--- config.mk ---
export PLATFORM = sky130hd
export DESIGN_NAME = dpc_pin_interface
export DESIGN_NICKNAME = d
export VERILOG_FILES = /design/src/design/dpc_pkg.sv /design/src/design/dpc_skid.sv /design/src/design/dpc_pin_interface.sv
export VERILOG_INCLUDE_DIRS = /design/src /design/src/design
export SDC_FILE = /design/constraint.sdc
export NUM_CORES = 1
export LEC_CHECK = 0
export ABC_CLOCK_PERIOD_IN_PS = 4800
export BUFFER_PORTS_ARGS = -buffer_cell sky130_fd_sc_hd__buf_2
export CAP_MARGIN = 15
export CORE_UTILIZATION = 54
export DETAILED_ROUTE_END_ITERATION = 12
export PLACE_DENSITY = 0.84
export RECOVER_POWER = 25
export SLEW_MARGIN = 20
export SYNTH_ARGS = -nofsm -noshare
export SYNTH_HDL_FRONTEND = slang
export SYNTH_SLANG_ARGS = --single-unit
--- constraint.sdc ---
create_clock -name clock -period 4.8 [get_ports clock]
set_clock_uncertainty 0.05 [all_clocks]
set_input_delay 0.96 -clock clock [delete_from_list [all_inputs] [get_ports clock]]
set_output_delay 0.96 -clock clock [all_outputs]
set_load 0.02 [all_outputs]
--- src/design/dpc_defines.svh ---
// Operation
// - Activate takes row; read/write column, A10 autoprecharge
// - Precharge A10 low one bank, high all
// - Mode load takes opcode from address
// - OTF chop: A12 high BL8, low BC4
// - Bank inputs select command target bank
// - Bank inputs pick mode register zero..three
// - Control and address registered on rising clock
// - Clock enable low: powerdown or self refresh
// - Self refresh exit asynchronous on clock enable; the code samples clock enable on the rising clock
// - Power states gate input buffers
// - Chip select high masks every command
// - Command from row, column, write strobes
// - Masked write beats are not stored
// - Termination strobe enabled disables data mask
// - Termination pin gates data termination
// - Termination disabled by mode ignores pin
// - Reset active low, asynchronous in effect; the code samples reset on the rising clock
// - Strobe driven with reads, received with writes; the code has no strobe input and takes write beats without it
// - Data bus four or eight bits
// - Upper balls unused in nibble configuration
// - Mode bit selects shared ball function
`ifndef DPC_DEFINES_SVH
`define DPC_DEFINES_SVH
`define DPC_AP_BIT        10
`define DPC_BC_BIT        12
`define DPC_OTF_BIT       1
`define DPC_RTT_LSB       2
`define DPC_TDQS_BIT      11
`define DPC_MODE_RESET    16'h0000
`define DPC_READ_LAT      4'h5
`define DPC_WRITE_LAT     4'h5
`endif

--- src/design/dpc_pkg.sv ---
`default_nettype none
package dpc_pkg;
    typedef enum logic [2:0] {
        DPC_NOP, DPC_MRS, DPC_REF, DPC_PRE, DPC_ACT, DPC_WR, DPC_RD, DPC_ZQ
    } dpc_cmd_e;
    typedef struct packed {
        logic        csN;
        logic        rasN;
        logic        casN;
        logic        weN;
        logic [2:0]  bank;
        logic [14:0] addr;
    } dpc_ca_s;
    typedef struct packed {
        logic [7:0] data;
        logic       mask;
    } dpc_beat_s;
endpackage
`default_nettype wire

--- src/design/dpc_skid.sv ---
`default_nettype none
module dpc_skid #(
    parameter int WIDTH = 9
) (
    // Clock and reset
    input  wire logic             clock,
    input  wire logic             reset_n,
    // Fill side
    input  wire logic             inValid,
    output var  logic             inReady,
    input  wire logic [WIDTH-1:0] inData,
    // Drain side
    output var  logic             outValid,
    input  wire logic             outReady,
    output var  logic [WIDTH-1:0] outData
);
    logic [WIDTH-1:0] slot [2];
    logic             rdPtr;
    logic             wrPtr;
    logic [1:0]       count;
    wire              push = inValid && inReady;
    wire              pop  = outValid && outReady;

    assign inReady  = (count != 2'h2);
    assign outValid = (count != 2'h0);
    assign outData  = slot[rdPtr];

    always_ff @(posedge clock) begin
        if (!reset_n) begin
            rdPtr <= 1'b0;
            wrPtr <= 1'b0;
            count <= 2'h0;
        end else begin
            if (push) begin
                wrPtr <= ~wrPtr;
            end
            if (pop) begin
                rdPtr <= ~rdPtr;
            end
            count <= count + {1'b0, push} - {1'b0, pop};
        end
    end

    always_ff @(posedge clock) begin
        if (push) begin
            slot[wrPtr] <= inData;
        end
    end

    AST_NO_OVERFLOW: assert property (@(posedge clock) disable iff (!reset_n)
        count != 2'h3) else $error("buffer count out of range");
endmodule
`default_nettype wire

--- src/design/dpc_pin_interface.sv ---
`include "dpc_defines.svh"
`default_nettype none
module dpc_pin_interface #(
    parameter int  DQ_WIDTH = 8,
    parameter bit  BYTE_CFG = 1'b1
) (
    // Clock and reset
    input  wire logic                clock,
    input  wire logic                reset_n,
    // Command, address, control
    input  wire dpc_pkg::dpc_ca_s    ca,
    input  wire logic                clkEn,
    input  wire logic                odtPin,
    // Write data path
    input  wire dpc_pkg::dpc_beat_s  wrBeat,
    input  wire logic                wrBeatValid,
    // Read data path
    input  wire logic [7:0]          rdData,
    // Pins out
    output logic [7:0]               dqOut,
    output logic [7:0]               dqOe_n,
    output logic                     dqsOut,
    output logic                     dqsOe_n,
    output logic                     termStrobe,
    output logic                     termStrobeN,
    // Decoded state
    output logic [2:0]               cmdCode,
    output logic                     cmdValid,
    output logic [2:0]               cmdBank,
    output logic [14:0]              rowAddr,
    output logic [11:0]              colAddr,
    output logic                     autoPrecharge,
    output logic                     prechargeAll,
    output logic                     burstChop,
    output logic [7:0]               bankOpen,
    output logic                     powerDown,
    output logic                     selfRefresh,
    output logic                     inputsGated,
    output logic                     termOn,
    output logic [15:0]              mode0,
    output logic [15:0]              mode1,
    output logic [15:0]              mode2,
    output logic [15:0]              mode3,
    // Stored write data
    output logic [7:0]               storeData,
    output logic                     storeValid
);
    ////////////////////////////////////////////////////////////////////
    // Command decode
    wire       csLow  = !ca.csN;
    wire [2:0] strobe = {ca.rasN, ca.casN, ca.weN};
    wire       powerDownNo = !powerDown && !selfRefresh;
    wire       allowed = !inputsGated && clkEn && powerDownNo;
    dpc_pkg::dpc_cmd_e decoded;
    always_comb begin
        case (strobe)
            3'h0: decoded = dpc_pkg::DPC_MRS;
            3'h1: decoded = dpc_pkg::DPC_REF;
            3'h2: decoded = dpc_pkg::DPC_PRE;
            3'h3: decoded = dpc_pkg::DPC_ACT;
            3'h4: decoded = dpc_pkg::DPC_WR;
            3'h5: decoded = dpc_pkg::DPC_RD;
            3'h6: decoded = dpc_pkg::DPC_ZQ;
            default: decoded = dpc_pkg::DPC_NOP;
        endcase
    end
    wire take    = csLow && allowed && (decoded != dpc_pkg::DPC_NOP);
    wire isMrs   = take && (decoded == dpc_pkg::DPC_MRS);
    wire isAct   = take && (decoded == dpc_pkg::DPC_ACT);
    wire isPre   = take && (decoded == dpc_pkg::DPC_PRE);
    wire isRd    = take && (decoded == dpc_pkg::DPC_RD);
    wire isWr    = take && (decoded == dpc_pkg::DPC_WR);
    wire isRef   = take && (decoded == dpc_pkg::DPC_REF);
    wire preAll  = ca.addr[`DPC_AP_BIT];
    wire otfOn   = mode0[`DPC_OTF_BIT];
    wire chopNow = otfOn ? !ca.addr[`DPC_BC_BIT] : 1'b0;
    wire anyOpen = |bankOpen;
    wire [7:0] bankSel = 8'h01 << ca.bank;
    wire [7:0] next_bankOpen = isAct ? (bankOpen | bankSel)
                             : isPre ? (preAll ? 8'h00 : (bankOpen & ~bankSel))
                             : bankOpen;

    ////////////////////////////////////////////////////////////////////
    // Command registers
    always_ff @(posedge clock) begin
        if (!reset_n) begin
            cmdCode       <= 3'h0;
            cmdValid      <= 1'b0;
            cmdBank       <= 3'h0;
            rowAddr       <= 15'h0000;
            colAddr       <= 12'h000;
            autoPrecharge <= 1'b0;
            prechargeAll  <= 1'b0;
            burstChop     <= 1'b0;
            bankOpen      <= 8'h00;
        end else begin
            cmdValid <= take;
            bankOpen <= next_bankOpen;
            if (take) begin
                cmdCode <= decoded;
                cmdBank <= ca.bank;
            end
            if (isAct) begin
                rowAddr <= ca.addr;
            end
            if (isRd || isWr) begin
                colAddr       <= {ca.addr[11], ca.addr[9:0], 1'b0} >> 1;
                autoPrecharge <= ca.addr[`DPC_AP_BIT];
                burstChop     <= chopNow;
            end
            prechargeAll <= isPre && preAll;
        end
    end

    ////////////////////////////////////////////////////////////////////
    // Mode registers
    wire [3:0] mrsSel;
    genvar gi;
    generate
        for (gi = 0; gi < 4; gi++) begin : g_mrsel
            assign mrsSel[gi] = isMrs && (ca.bank == 3'(gi));
        end
    endgenerate
    always_ff @(posedge clock) begin
        if (!reset_n) begin
            mode0 <= `DPC_MODE_RESET;
            mode1 <= `DPC_MODE_RESET;
            mode2 <= `DPC_MODE_RESET;
            mode3 <= `DPC_MODE_RESET;
        end else begin
            if (mrsSel[0]) mode0 <= {1'b0, ca.addr};
            if (mrsSel[1]) mode1 <= {1'b0, ca.addr};
            if (mrsSel[2]) mode2 <= {1'b0, ca.addr};
            if (mrsSel[3]) mode3 <= {1'b0, ca.addr};
        end
    end

    ////////////////////////////////////////////////////////////////////
    // Power states
    wire srReq    = csLow && (strobe == 3'h1) && !clkEn && !anyOpen && !powerDown && !selfRefresh;
    wire next_pd  = !selfRefresh && !clkEn && !powerDown && !srReq;
    always_ff @(posedge clock) begin
        if (!reset_n) begin
            powerDown   <= 1'b0;
            selfRefresh <= 1'b0;
            inputsGated <= 1'b0;
        end else begin
            if (selfRefresh) begin
                selfRefresh <= !clkEn;
            end else if (srReq) begin
                selfRefresh <= 1'b1;
            end
            if (powerDown) begin
                powerDown <= !clkEn;
            end else begin
                powerDown <= next_pd;
            end
            inputsGated <= powerDown || selfRefresh;
        end
    end

    ////////////////////////////////////////////////////////////////////
    // Termination
    wire rttOn    = |mode1[`DPC_RTT_LSB +: 2];
    wire tdqsOn   = BYTE_CFG && mode1[`DPC_TDQS_BIT];
    always_ff @(posedge clock) begin
        if (!reset_n) begin
            termOn      <= 1'b0;
            termStrobe  <= 1'b0;
            termStrobeN <= 1'b1;
        end else begin
            termOn      <= rttOn && odtPin && !selfRefresh;
            termStrobe  <= tdqsOn && termOn;
            termStrobeN <= !(tdqsOn && termOn);
        end
    end

    ////////////////////////////////////////////////////////////////////
    // Write path through buffer
    logic       wrWindow;
    logic [3:0] wrBeats;
    wire  [3:0] burstLen = burstChop ? 4'h4 : 4'h8;
    wire        maskOn   = !tdqsOn;
    wire        keepBeat = !(maskOn && wrBeat.mask);
    wire [7:0]  laneMask = BYTE_CFG ? 8'hff : 8'h0f;
    wire [7:0]  laneData = wrBeat.data & laneMask;
    wire        fillValid = wrWindow && wrBeatValid && keepBeat;
    wire        fillReady;
    wire        drainValid;
    wire [7:0]  drainData;
    always_ff @(posedge clock) begin
        if (!reset_n) begin
            wrWindow <= 1'b0;
            wrBeats  <= 4'h0;
        end else if (cmdValid && cmdCode == 3'(dpc_pkg::DPC_WR)) begin
            wrWindow <= 1'b1;
            wrBeats  <= 4'h0;
        end else if (wrWindow && wrBeatValid) begin
            wrBeats  <= wrBeats + 4'h1;
            wrWindow <= (wrBeats + 4'h1) != burstLen;
        end
    end
    dpc_skid #(
        .WIDTH(8)
    ) u_skid (
        .clock   (clock),
        .reset_n (reset_n),
        .inValid (fillValid),
        .inReady (fillReady),
        .inData  (laneData),
        .outValid(drainValid),
        .outReady(1'b1),
        .outData (drainData)
    );
    always_ff @(posedge clock) begin
        if (!reset_n) begin
            storeData  <= 8'h00;
            storeValid <= 1'b0;
        end else begin
            storeValid <= drainValid;
            storeData  <= drainData;
        end
    end

    ////////////////////////////////////////////////////////////////////
    // Read drive, strobe edge aligned
    logic [3:0] rdBeats;
    wire        rdStart = cmdValid && cmdCode == 3'(dpc_pkg::DPC_RD);
    always_ff @(posedge clock) begin
        if (!reset_n) begin
            rdBeats <= 4'h0;
            dqOut   <= 8'h00;
            dqOe_n  <= 8'hff;
            dqsOut  <= 1'b0;
            dqsOe_n <= 1'b1;
        end else begin
            if (rdStart) begin
                rdBeats <= burstLen;
            end else if (rdBeats != 4'h0) begin
                rdBeats <= rdBeats - 4'h1;
            end
            dqOut   <= rdData & laneMask;
            dqOe_n  <= (rdBeats != 4'h0) ? ~laneMask : 8'hff;
            dqsOut  <= (rdBeats != 4'h0) && !dqsOut;
            dqsOe_n <= (rdBeats == 4'h0);
        end
    end

    AST_CS_MASK: assert property (@(posedge clock) disable iff (!reset_n)
        ca.csN |=> !cmdValid) else $error("command taken with chip select high");
    AST_PRE_ALL: assert property (@(posedge clock) disable iff (!reset_n)
        isPre && preAll |=> bankOpen == 8'h00) else $error("precharge all left bank open");
    AST_ACT_OPEN: assert property (@(posedge clock) disable iff (!reset_n)
        isAct |=> bankOpen[$past(ca.bank)]) else $error("activate did not open bank");
    AST_SR_EXIT: assert property (@(posedge clock) disable iff (!reset_n)
        selfRefresh && clkEn |=> !selfRefresh) else $error("self refresh exit missed");
    AST_ODT_OFF: assert property (@(posedge clock) disable iff (!reset_n)
        !rttOn |=> !termOn) else $error("termination while disabled");
    AST_GATED: assert property (@(posedge clock) disable iff (!reset_n)
        inputsGated |-> !take) else $error("command while gated");
    AST_MASKED: assert property (@(posedge clock) disable iff (!reset_n)
        fillValid |-> !(maskOn && wrBeat.mask)) else $error("masked beat stored");
    AST_DQS_OUT: assert property (@(posedge clock) disable iff (!reset_n)
        rdStart |-> ##2 !dqsOe_n) else $error("strobe not driven with read");

    ////////////////////////////////////////////////////////////////////
    // Further checks

    AST_FILL_ROOM: assert property (@(posedge clock) disable iff (!reset_n)
        fillValid |-> fillReady)
        else $error("write beat dropped");

    AST_ROW_LOAD: assert property (@(posedge clock) disable iff (!reset_n)
        isAct |=> rowAddr == $past(ca.addr))
        else $error("row address not loaded");

    AST_COL_LOAD: assert property (@(posedge clock) disable iff (!reset_n)
        isRd || isWr |=> colAddr[9:0] == $past(ca.addr[9:0]))
        else $error("column address not loaded");

    AST_AP_LOAD: assert property (@(posedge clock) disable iff (!reset_n)
        isRd || isWr |=> autoPrecharge == $past(ca.addr[`DPC_AP_BIT]))
        else $error("auto precharge flag wrong");

    AST_CHOP: assert property (@(posedge clock) disable iff (!reset_n)
        (isRd || isWr) && otfOn |=> burstChop == !$past(ca.addr[`DPC_BC_BIT]))
        else $error("burst chop wrong");

    AST_NO_OTF: assert property (@(posedge clock) disable iff (!reset_n)
        (isRd || isWr) && !otfOn |=> !burstChop)
        else $error("chop without on the fly");

    AST_CMD_BANK: assert property (@(posedge clock) disable iff (!reset_n)
        take |=> cmdBank == $past(ca.bank))
        else $error("command bank wrong");

    AST_CMD_CODE: assert property (@(posedge clock) disable iff (!reset_n)
        take |=> cmdCode == $past(decoded))
        else $error("command code wrong");

    AST_PRE_ONE: assert property (@(posedge clock) disable iff (!reset_n)
        isPre && !preAll |=> !bankOpen[$past(ca.bank)])
        else $error("precharge left bank open");

    AST_CS_BANK: assert property (@(posedge clock) disable iff (!reset_n)
        ca.csN |=> $stable(bankOpen))
        else $error("bank state changed while deselected");

    AST_MODE0_LOAD: assert property (@(posedge clock) disable iff (!reset_n)
        mrsSel[0] |=> mode0 == {1'b0, $past(ca.addr)})
        else $error("mode zero not loaded");

    AST_MODE1_LOAD: assert property (@(posedge clock) disable iff (!reset_n)
        mrsSel[1] |=> mode1 == {1'b0, $past(ca.addr)})
        else $error("mode one not loaded");

    AST_PD_ENTRY: assert property (@(posedge clock) disable iff (!reset_n)
        !powerDown && !selfRefresh && !clkEn && !srReq |=> powerDown)
        else $error("power down not entered");

    AST_PD_EXIT: assert property (@(posedge clock) disable iff (!reset_n)
        powerDown && clkEn |=> !powerDown)
        else $error("power down not left");

    AST_SR_ENTRY: assert property (@(posedge clock) disable iff (!reset_n)
        srReq |=> selfRefresh && !powerDown)
        else $error("self refresh not entered");

    AST_SR_HOLD: assert property (@(posedge clock) disable iff (!reset_n)
        selfRefresh && !clkEn |=> selfRefresh)
        else $error("self refresh left early");

    AST_PD_GATE: assert property (@(posedge clock) disable iff (!reset_n)
        powerDown |=> inputsGated)
        else $error("inputs not gated");

    AST_TERM_SR: assert property (@(posedge clock) disable iff (!reset_n)
        selfRefresh |=> !termOn)
        else $error("termination in self refresh");

    AST_TDQS_PAIR: assert property (@(posedge clock) disable iff (!reset_n)
        termStrobe != termStrobeN)
        else $error("termination strobe pair equal");

    AST_NIBBLE_HI: assert property (@(posedge clock) disable iff (!reset_n)
        !BYTE_CFG |-> dqOe_n[7:4] == 4'hf)
        else $error("upper lanes driven in nibble mode");

    AST_DQS_IDLE: assert property (@(posedge clock) disable iff (!reset_n)
        dqsOe_n |-> dqOe_n == 8'hff)
        else $error("data driven without strobe");

    AST_WIN_OPEN: assert property (@(posedge clock) disable iff (!reset_n)
        cmdValid && cmdCode == 3'(dpc_pkg::DPC_WR) |=> wrWindow)
        else $error("write window not opened");

    AST_RD_LEN: assert property (@(posedge clock) disable iff (!reset_n)
        rdStart |=> rdBeats == $past(burstLen))
        else $error("read length wrong");
endmodule
`default_nettype wire

==> results of run 1 <==
cells in the mapped netlist, types with 5 or more instances:
cell type	number	area share, %
buf_2	8	0.70
nand3_1	87	7.7
and2_1	10	1.1
nand2_1	33	2.2
o21ai_0	80	7.0
inv_1	7	0.46
buf_1	6	0.40
nor2_1	45	3.0
o211ai_1	5	0.66
a21oi_1	16	1.4
buf_4	15	2.0
o21ai_1	5	0.44
dfxtp_1	142	50
clkbuf_1	27	1.8
edfxtp_1	16	8.4
mux2i_1	21	3.7
power breakdown:
part | total, mW | leakage [nW] | switching (mW) | internal [mW]
logic | 0.300 | 1.58 | 0.200 | 0.100
clock network | 1.34 | 0.287 | 0.512 | 0.829
registers | 1.39 | 1.29 | 0.0261 | 1.37
metrics by stage:
step           worst slack, ps  cell area, µm²  total power, mW  cells  hold slack (ps)
2_1_floorplan             2350            5700             1.67    593              403
3_3_place_gp              1600            6540             1.71    858              350
3_5_place_dp              1500            6540             1.72    858              355
4_1_cts                   2010            7130             3.04    889              363
5_1_grt                   1130            7100             3.13    889              379
6_report                  1490            7100             3.04    889              359
flip-flops by register name, summed over array words and instances (netlist names), 11 cells and up:
register,flops
mode2,15
mode1,15
mode0,15
rowAddr,15
u_skid.slot,16
mode3,15
colAddr,11
final cells by class:
type,instances,area [µm²],share of cell area (%)
clock buffer,21,459,6.47
tap,136,170,2.40
sequential,158,3320,46.8
clock inverter,10,135,1.90
multi-input combinational,371,2060,29.0
inverter,7,26.3,0.370
timing repair buffer,186,922,13.0
kinds of logic (layout without fill, tap and decap cells):
logic type | Yosys count | count (layout) | synth area share (%)
multiplexers | 21 | 21 | 3.69
XOR/XNOR | 8 | 8 | 1.23
AO/OA/AOI/OAI | 118 | 118 | 11.2
other | 1 | 5 | 0.0659
adder cells (fa/ha/maj) | 3 | 3 | 0.660
flip-flops | 158 | 158 | 58.4
buffers and inverters | 64 | 224 | 5.52
AND/OR/NAND/NOR | 216 | 216 | 19.2
path summary, 6_finish.rpt:
| kind | startpoint | endpoint | slack [ps] | depth (start not counted) |
|---|---|---|---|---|
| hold reg to reg | dqsOut | dqsOut | 360 | 1 |
| setup / recovery | ca[21] | mode1[6] | 1490 | 5 |
| setup reg to reg | selfRefresh | mode1[6] | 1630 | 4 |
| hold / removal | dqsOut | dqsOut | 360 | 1 |
metal layers:
metal / vias to the layer above / GRT usage [%] / share of wire [%]
met5: - / 0 / 0
met1: 2296 / 29.9 / 40
met2: 206 / 47.1 / 50
met3: 39 / 9.48 / 7.8
met4: 0 / 13.0 / 2.8
li1: 2334 / - / -
critical path: cells and delay by family:
kind / cells / cell delay, ps
compound gates: 1 / 150
simple gates: 3 / 2410
buf+inv: 1 / 110
cell usage in the layout (no fill, tap or decap), types with 3 or more instances in the layout:
cell | netlist | final
bufinv_16 | 0 | 3
xor2_1 | 4 | 4
nor2b_1 | 4 | 4
clkbuf_1 | 27 | 18
o21ai_0 | 80 | 80
nor2_1 | 45 | 45
dfxtp_1 | 142 | 142
clkbuf_16 | 0 | 16
conb_1 | 1 | 5
inv_1 | 7 | 7
ha_1 | 3 | 3
nand2_1 | 33 | 33
o211ai_1 | 5 | 5
clkbuf_8 | 0 | 4
buf_4 | 15 | 5
a21oi_1 | 16 | 16
mux2i_1 | 21 | 21
or3_1 | 4 | 4
nor3b_1 | 3 | 3
nand4_1 | 4 | 4
a211oi_1 | 3 | 3
clkinvlp_4 | 0 | 3
nor3_1 | 4 | 5
edfxtp_1 | 16 | 16
nand3_1 | 87 | 87
and2_1 | 10 | 9
xnor2_1 | 4 | 4
buf_2 | 8 | 164
o21ai_1 | 5 | 5
nand2b_1 | 4 | 4
==> run summary, run 1 <==
Status: finished with violations
Violated checks: capacitance limit, slew limit
Width of the die: 105 µm
Final core occ: 69.1%
Period minus WS final: 3310 ps
Total gr overflow: 0
Largest net degree at the start of global routing: 81
Mapped Area: 5690 µm²
Fin nets: 788
Syn-to-layout area delta: 24.8%
Max-cap violations: 1
Syn avg cell area: 9.66 µm²
Number of port buffers: 180
Register area share after synthesis: 58.4%
Ys Warns: 0
Fin. max-slew vios: 41
Kind of critical path: input pin to flip-flop
Via count: 4875
Setup Viol. Count Final: 0
Initial antenna violation count: 0
DRC: 0
CTS resizes: 0
Max Buffers Root-to-Sink: 2
TritonCTS Sinks: 158
WL per Instance: 16.6 µm
Initial Utilization: 55.4%
Post-DP HPWL: 10200 µm
FMAX: 302 MHz
EDFF count, synth: 16
Slew @ Worst Pin: 1840 ps
CTS tree: done
Share of layout cells above drive strength 1: 27.1%
Pleak: 3.16 nW
Period utilisation layout: 69.0%
First-pass GRT wire length: 23200 µm
Setup TNS: 0 ps
Gpl congestion: 0.819
Critical path capture point type: flip-flop
Critical-path maximum fanout: 30
Top_reg_cell synth: dfxtp_1
# diodes: 0
Critical path arrival: 3620 ps
Final hold vios: 0
CP max stage cell: nand4_1
Post-CTS Setup Inserts: 0
Vias in the first global route: 4701
Relative slew slack: -22.8%
# rows: 37
CP max stage delay: 1090 ps
#FFs+latches synth: 158
Die Span Y: 105 µm
Worst hold path type: flip-flop to flip-flop
I/O Pins: 186
DRT iter0 DRCs: 213
Cell variety after synth: 49
Fill cells: 801
Worst setup SP type: input pin
CP required: 5110 ps
Final WL: 14800 µm
PD cells: 428 nW/µm²
Core Area: 10300 µm²
CTS H-tree lvls: 4
Crit path cell chain: buf_2 -> nor3_1 -> nand4_1 -> nand3_1 -> o21ai_0
Post-route ant nets: 0
RSZ-0062 raised after global routing: false
Vias/cell: 5.48
Root buf cell: clkbuf_8
CTS Buf Count: 17
Die area: 10900 µm²
Async SR Flop Fraction: 0%
CTS Hold Bufs: 0
Clock latency at the later pin of the worst-skew pair: 520 ps
VDD IR max: 0.271 mV
Gate count of the mapped netlist: 589
Clock transition at the registers of the reported paths: 60 ps
Total global-route track usage: 27.3%
DRT Pass-1 Iters: 5
Note: power is estimated with default switching activity, not from simulation.
==> inputs of run 2 (changes only) <==
--- a/config.mk
+++ b/config.mk
@@ -6,12 +6,12 @@
 export SDC_FILE = /design/constraint.sdc
 export NUM_CORES = 1
 export LEC_CHECK = 0
-export ABC_CLOCK_PERIOD_IN_PS = 4800
+export ABC_CLOCK_PERIOD_IN_PS = 2800
 export BUFFER_PORTS_ARGS = -buffer_cell sky130_fd_sc_hd__buf_2
 export CAP_MARGIN = 15
-export CORE_UTILIZATION = 54
+export CORE_UTILIZATION = 45
 export DETAILED_ROUTE_END_ITERATION = 12
-export PLACE_DENSITY = 0.84
+export PLACE_DENSITY = 0.75
 export RECOVER_POWER = 25
 export SLEW_MARGIN = 20
 export SYNTH_ARGS = -nofsm -noshare
==> constraint.sdc (replaced) <==
create_clock -name clock -period 2.8 [get_ports clock]
set_clock_uncertainty 0.05 [all_clocks]
set_input_delay 0.56 -clock clock [delete_from_list [all_inputs] [get_ports clock]]
set_output_delay 0.56 -clock clock [all_outputs]
set_load 0.02 [all_outputs]
==> run summary, run 2 (synthesis results as in run 1) <==
Status: completed
Width of the die: 114 µm (+9.4%)
Number of port buffers: 180 (unchanged)
Total global-route track usage: 23.4% (-3.9 points)
DRT Pass-1 Iters: 5 (unchanged)
TritonCTS Sinks: 158 (unchanged)
DRT iter0 DRCs: 290 (+36%)
Fill cells: 1073 (+34%)
Critical path arrival: 2280 ps (-1340 ps)
Largest register FFs: 16 (unchanged)
Setup Viol. Count Final: 0 (unchanged)
First-pass GRT wire length: 22900 µm (-1.1%)
PD cells: 711 nW/µm² (+66%)
Slew @ Worst Pin: 1220 ps (-626 ps)
CTS Hold Bufs: 0 (unchanged)
Core Area: 12200 µm² (+18%)
Total gr overflow: 0 (unchanged)
CTS tree: done
Post-route ant nets: 0 (unchanged)
Worst hold path type: input pin to flip-flop
Gpl congestion: 0.805 (-1.8%)
Syn-to-layout area delta: 25.8%
Pleak: 3.17 nW (about the same)
Share of layout cells above drive strength 1: 27.0% (-0.047 points)
Via count: 4827 (-0.98%)
WL per Instance: 16.2 µm (-2.6%)
# rows: 40 (+8.1%)
Inst Count DP: 894 (+4.2%)
FMAX: 493 MHz
Post-DP HPWL: 10400 µm (+1.9%)
Die Span Y: 114 µm (+9.4%)
Final WL: 15000 µm (+1.5%)
DRC: 0 (unchanged)
CTS resizes: 0 (unchanged)
Critical-path maximum fanout: 27 (-10%)
CP required: 3050 ps (-2060 ps)
CTS H-tree lvls: 4 (unchanged)
RSZ-0062 raised after global routing: false
Max Buffers Root-to-Sink: 2 (unchanged)
Vias in the first global route: 4494 (-4.4%)
Setup TNS: 0 ps (unchanged)
Fin. max-slew vios: 0 (-100%)
Initial antenna violation count: 1 (+1)
I/O Pins: 186 (unchanged)
Clock latency at the later pin of the worst-skew pair: 420 ps (-100 ps)
Finished Layout Cells: 927 (+4.3%)
Final hold vios: 0 (unchanged)
Worst setup SP type: input pin
Largest net degree at the start of global routing: 115 (+42%)
Largest Register: u_skid.slot
CTS Buf Count: 17 (unchanged)
Period utilisation layout: 72.5%
Period minus WS final: 2030 ps
Die area: 13100 µm² (+20%)
VDD IR max: 0.431 mV (+59%)
Clock transition at the registers of the reported paths: 60 ps (about the same)
Kind of critical path: input pin to flip-flop
Vias/cell: 5.21 (-5.0%)
Final core occ: 58.8% (-10 points)
Root buf cell: clkbuf_16
Post-CTS Setup Inserts: 0 (unchanged)
Critical path capture point type: flip-flop
Max-cap violations: 0 (-1)
Commonest non-fill, non-tap cell in the layout: buf_2
Final WS setup: 770 ps (-719 ps)
Highest-count cells in the layout ignoring fill and taps: buf_2, dfxtp_1, nand3_1, o21ai_0, nor2_1
Pre-CTS setup slack: 739 ps (-762 ps)
Initial Utilization: 46.8% (-8.6 points)
Fin nets: 792 (+0.51%)
Relative slew slack: 19.0% (+42 points)
-- run 2: worst max-delay path, cell delays in order --
cell and delay [ps]:
clkbuf_1 110, inv_1 380, clkbuf_1 950, nor2_1 120
o41a_1 160
-- run 2: cell type report --
type | count | area (µm²) | share of cell area (%)
clock buffer | 24 | 524 | 7.33
multi-input combinational | 371 | 2060 | 28.8
antenna | 1 | 2.50 | 0.0350
sequential | 158 | 3320 | 46.4
clock inverter | 8 | 51.3 | 0.717
tap | 168 | 210 | 2.94
timing repair buffer | 190 | 956 | 13.4
inverter | 7 | 26.3 | 0.367
-- run 2: path summary, 6_finish.rpt --
path | end | cells after the start | startpoint | slack [ps]
hold reg to reg | dqsOut | 1 | dqsOut | 370
setup reg to reg | bankOpen[1] | 5 | selfRefresh | 810
setup / recovery | wrWindow | 5 | reset_n | 770
hold / removal | u_skid.slot[1][4] | 1 | wrBeat[5] | 280
-- run 2: metal layers --
metal	track usage, %	share of wire [%]
met5	0	0
met4	10.6	2.3
met3	7.36	7.7
met2	39.3	50
met1	27.3	40
-- run 2: per-stage QoR --
stage	power [mW]	hold slack, ps	area (µm²)
floorplan	2.86	403	5700
global placement	2.94	353	6620
detailed placement	2.96	369	6620
CTS	5.13	261	7190
global route	5.30	268	7160
finish	5.09	279	7160
-- run 2: power by group --
part	switching, mW	internal, mW
Combinational	0.334	0.174
Clock	0.884	1.31
Sequential	0.0427	2.35
==> inputs of run 3 (changes only) <==
--- a/config.mk
+++ b/config.mk
@@ -6,10 +6,11 @@
 export SDC_FILE = /design/constraint.sdc
 export NUM_CORES = 1
 export LEC_CHECK = 0
-export ABC_CLOCK_PERIOD_IN_PS = 2800
+export ABC_AREA = 1
+export ABC_CLOCK_PERIOD_IN_PS = 1700
 export BUFFER_PORTS_ARGS = -buffer_cell sky130_fd_sc_hd__buf_2
 export CAP_MARGIN = 15
-export CORE_UTILIZATION = 45
+export CORE_UTILIZATION = 46
 export DETAILED_ROUTE_END_ITERATION = 12
 export PLACE_DENSITY = 0.75
 export RECOVER_POWER = 25
==> constraint.sdc (replaced) <==
create_clock -name clock -period 1.7 [get_ports clock]
set_clock_uncertainty 0.05 [all_clocks]
set_input_delay 0.34 -clock clock [delete_from_list [all_inputs] [get_ports clock]]
set_output_delay 0.34 -clock clock [all_outputs]
set_load 0.02 [all_outputs]
==> run summary, run 3 <==
Most area-hungry cell type in the Yosys netlist: dfxtp_1
Most common cell in the netlist: dfxtp_1
Final WS setup: 123 ps (-647 ps)
Mapped Area: 6180 µm² (+8.7%)
PD cells: 1150 nW/µm² (+62%)
Cell variety after synth: 33 (-33%)
Area of the multi-input gates: 2320 µm² (+12%)
Pre-CTS setup slack: 38.3 ps (-701 ps)
Sequential power share: 43.1% (-3.8 points)
Total global-route track usage: 25.4% (+2.0 points)
EDFF count, synth: 16 (unchanged)
TritonCTS Sinks: 158 (unchanged)
Gpl congestion: 0.832 (+3.4%)
Largest Register: u_skid.slot
Commonest cells in the netlist: dfxtp_1, nand2_1, a21oi_1
Switching share of total power: 25.6% (+0.84 points)
Power Total: 9.13 mW (+80%)
WL per Instance: 15.9 µm (-1.7%)
DRT iter0 DRCs: 488 (+68%)
Register Area: 3320 µm² (unchanged)
Switching pwr: 2.34 mW (+86%)
Ys Warns: 0 (unchanged)
Clock transition at the registers of the reported paths: 70 ps (about the same)
Clock latency at the later pin of the worst-skew pair: 420 ps (about the same)
Max Buffers Root-to-Sink: 2 (unchanged)
Fin nets: 956 (+21%)
CTS H-tree lvls: 4 (unchanged)
# diodes: 0 (-1)
Commonest non-fill, non-tap cell in the layout: dfxtp_1
Max-cap violations: 0 (unchanged)
Critical path capture point type: flip-flop
Final hold vios: 0 (unchanged)
Vias/cell: 5.27 (+1.3%)
Worst setup SP type: flip-flop
Initial Utilization: 48.0% (+1.2 points)
Die area: 13900 µm² (+6.2%)
VDD IR max: 0.675 mV (+57%)
Post-route ant nets: 0 (unchanged)
Largest register FFs: 16 (unchanged)
Vias in the first global route: 5311 (+18%)
FMAX: 634 MHz
Fin. max-slew vios: 0 (unchanged)
Via count: 5770 (+20%)
Post-synth top area share: 46.0% (-4.0 points)
Core Area: 12900 µm² (+5.9%)
Pleak: 3.35 nW (+5.8%)
#FFs+latches synth: 158 (unchanged)
Kind of critical path: flip-flop to flip-flop
DRT Pass-1 Iters: 5 (unchanged)
Period minus WS final: 1580 ps
Post-DP HPWL: 11700 µm (+12%)
Setup Viol. Count Final: 0 (unchanged)
Critical-path maximum fanout: 12 (-56%)
CTS Buf Count: 17 (unchanged)
CTS tree: done
Total gr overflow: 0 (unchanged)
Die Span Y: 118 µm (+3.0%)
Status: completed
First-pass GRT wire length: 27500 µm (+20%)
Internal: 6.79 mW (+77%)
Clock Power Share: 45.4% (+2.3 points)
DRC: 0 (unchanged)
Root buf cell: clkbuf_16
Fill cells: 1166 (+8.7%)
Syn-to-layout area delta: 28.6%
CP required: 2000 ps (-1050 ps)
Initial antenna violation count: 0 (-1)
Comb pwr share: 11.5% (+1.5 points)
Synth area leaders: dfxtp_1, edfxtp_1, nand2_1
# rows: 41 (+2.5%)
R2r setup slk: 120 ps (-690 ps)
Final WL: 17400 µm (+16%)
Register area share after synthesis: 53.8% (-4.7 points)
RSZ-0062 raised after global routing: true
Highest-count cells in the layout ignoring fill and taps: dfxtp_1, buf_2, nand2_1, a21oi_1, nor2_1
Gate count of the mapped netlist: 730 (+24%)
Number of port buffers: 180 (unchanged)
Critical path arrival: 1880 ps (-400 ps)
I/O Pins: 186 (unchanged)
Largest net degree at the start of global routing: 68 (-41%)
Async SR Flop Fraction: 0% (unchanged)
Width of the die: 118 µm (+3.0%)
Top_reg_cell synth: dfxtp_1
Period utilisation layout: 92.7%
Syn avg cell area: 8.47 µm² (-12%)
Worst hold path type: input pin to flip-flop
Share of layout cells above drive strength 1: 24.0% (-3.1 points)
==> run 3: cell count changes in the layout (fill, tap and decap cells not counted), moves of 21 or more <==
cell     delta
a21oi_1    +79
nand4_1    +61
buf_2      -22
inv_1      +39
nor2_1     +25
mux2i_1    -21
nand2_1    +95
o21ai_0    -45
nand3_1    -55
==> run 3: layout make-up <==
class	instances	share of cell area [%]
Clock buffer	22	6.38
Tap cell	172	2.71
Multi-Input combinational cell	466	29.2
Clock inverter	10	1.86
Sequential cell	158	41.8
Inverter	50	2.38
Timing Repair Buffer	216	15.7
==> run 3: metrics by stage <==
| stage | cells | util [%] | TNS, ps | hold WS [ps] | instance area, µm² |
|---|---|---|---|---|---|
| 2_1_floorplan | 734 | - | 0 | 373 | 6200 |
| 5_1_grt | 1094 | 61.7 | -9.82 | 39.2 | 7950 |
| 6_report | 1094 | 61.7 | 0 | 46.9 | 7950 |
| 4_1_cts | 1092 | 61.8 | 0 | 32.0 | 7950 |
| 3_3_place_gp | 1060 | 56.7 | 0 | 346 | 7300 |
| 3_5_place_dp | 1060 | 56.7 | 0 | 367 | 7300 |
==> run 3: worst max-delay path, stage by stage (launching register included) <==
cell,delay (ps)
dfxtp_1,320
nor2_1,140
o21ai_1,120
nor2_4,190
buf_4,220
buf_4,200
nand4_1,100
a21oi_1,170
==> run 3: path summary, 6_finish.rpt <==
kind	from	endpoint	cells past startpoint
min reg2reg	dqsOut	dqsOut	1
max	inputsGated	mode0[13]	7
max reg2reg	inputsGated	mode0[13]	7
min	rdData[0]	dqOut[0]	3
==> run 3: power groups by stage <==
stage          clock network (mW)  registers (mW)  logic (mW)
6_report                     4.15            3.94        1.05
3_5_place_dp                    0            4.02        1.01
4_1_cts                      4.18            3.94        1.03
2_1_floorplan                   0            4.09       0.667
3_3_place_gp                    0            4.01        1.00
5_1_grt                      4.36            3.95        1.13
==> run 3: logic make-up after synthesis <==
kind of cell | synth area share [%]
AOI/OAI and AO/OA | 11.8
xor gates and xnor gates | 0.283
adders and majority gates | 0.607
buffers and inverters | 9.15
DFF | 53.8
other | 0.0607
and+or+nand+nor | 24.4
==> run 3: repair_timing <==
item | in CTS | in global routing
gates resized for setup | 0 | 4
hold buffers | 0 | 0
setup endpoints to repair | 0 | 63
setup buffers | 0 | 1
==> run 3: metal layers <==
layer  global-route usage, %  wire [µm]
met5                       0          0
met2                    39.3       8170
met1                    33.7       7680
met4                    8.17        174
met3                    7.56       1360
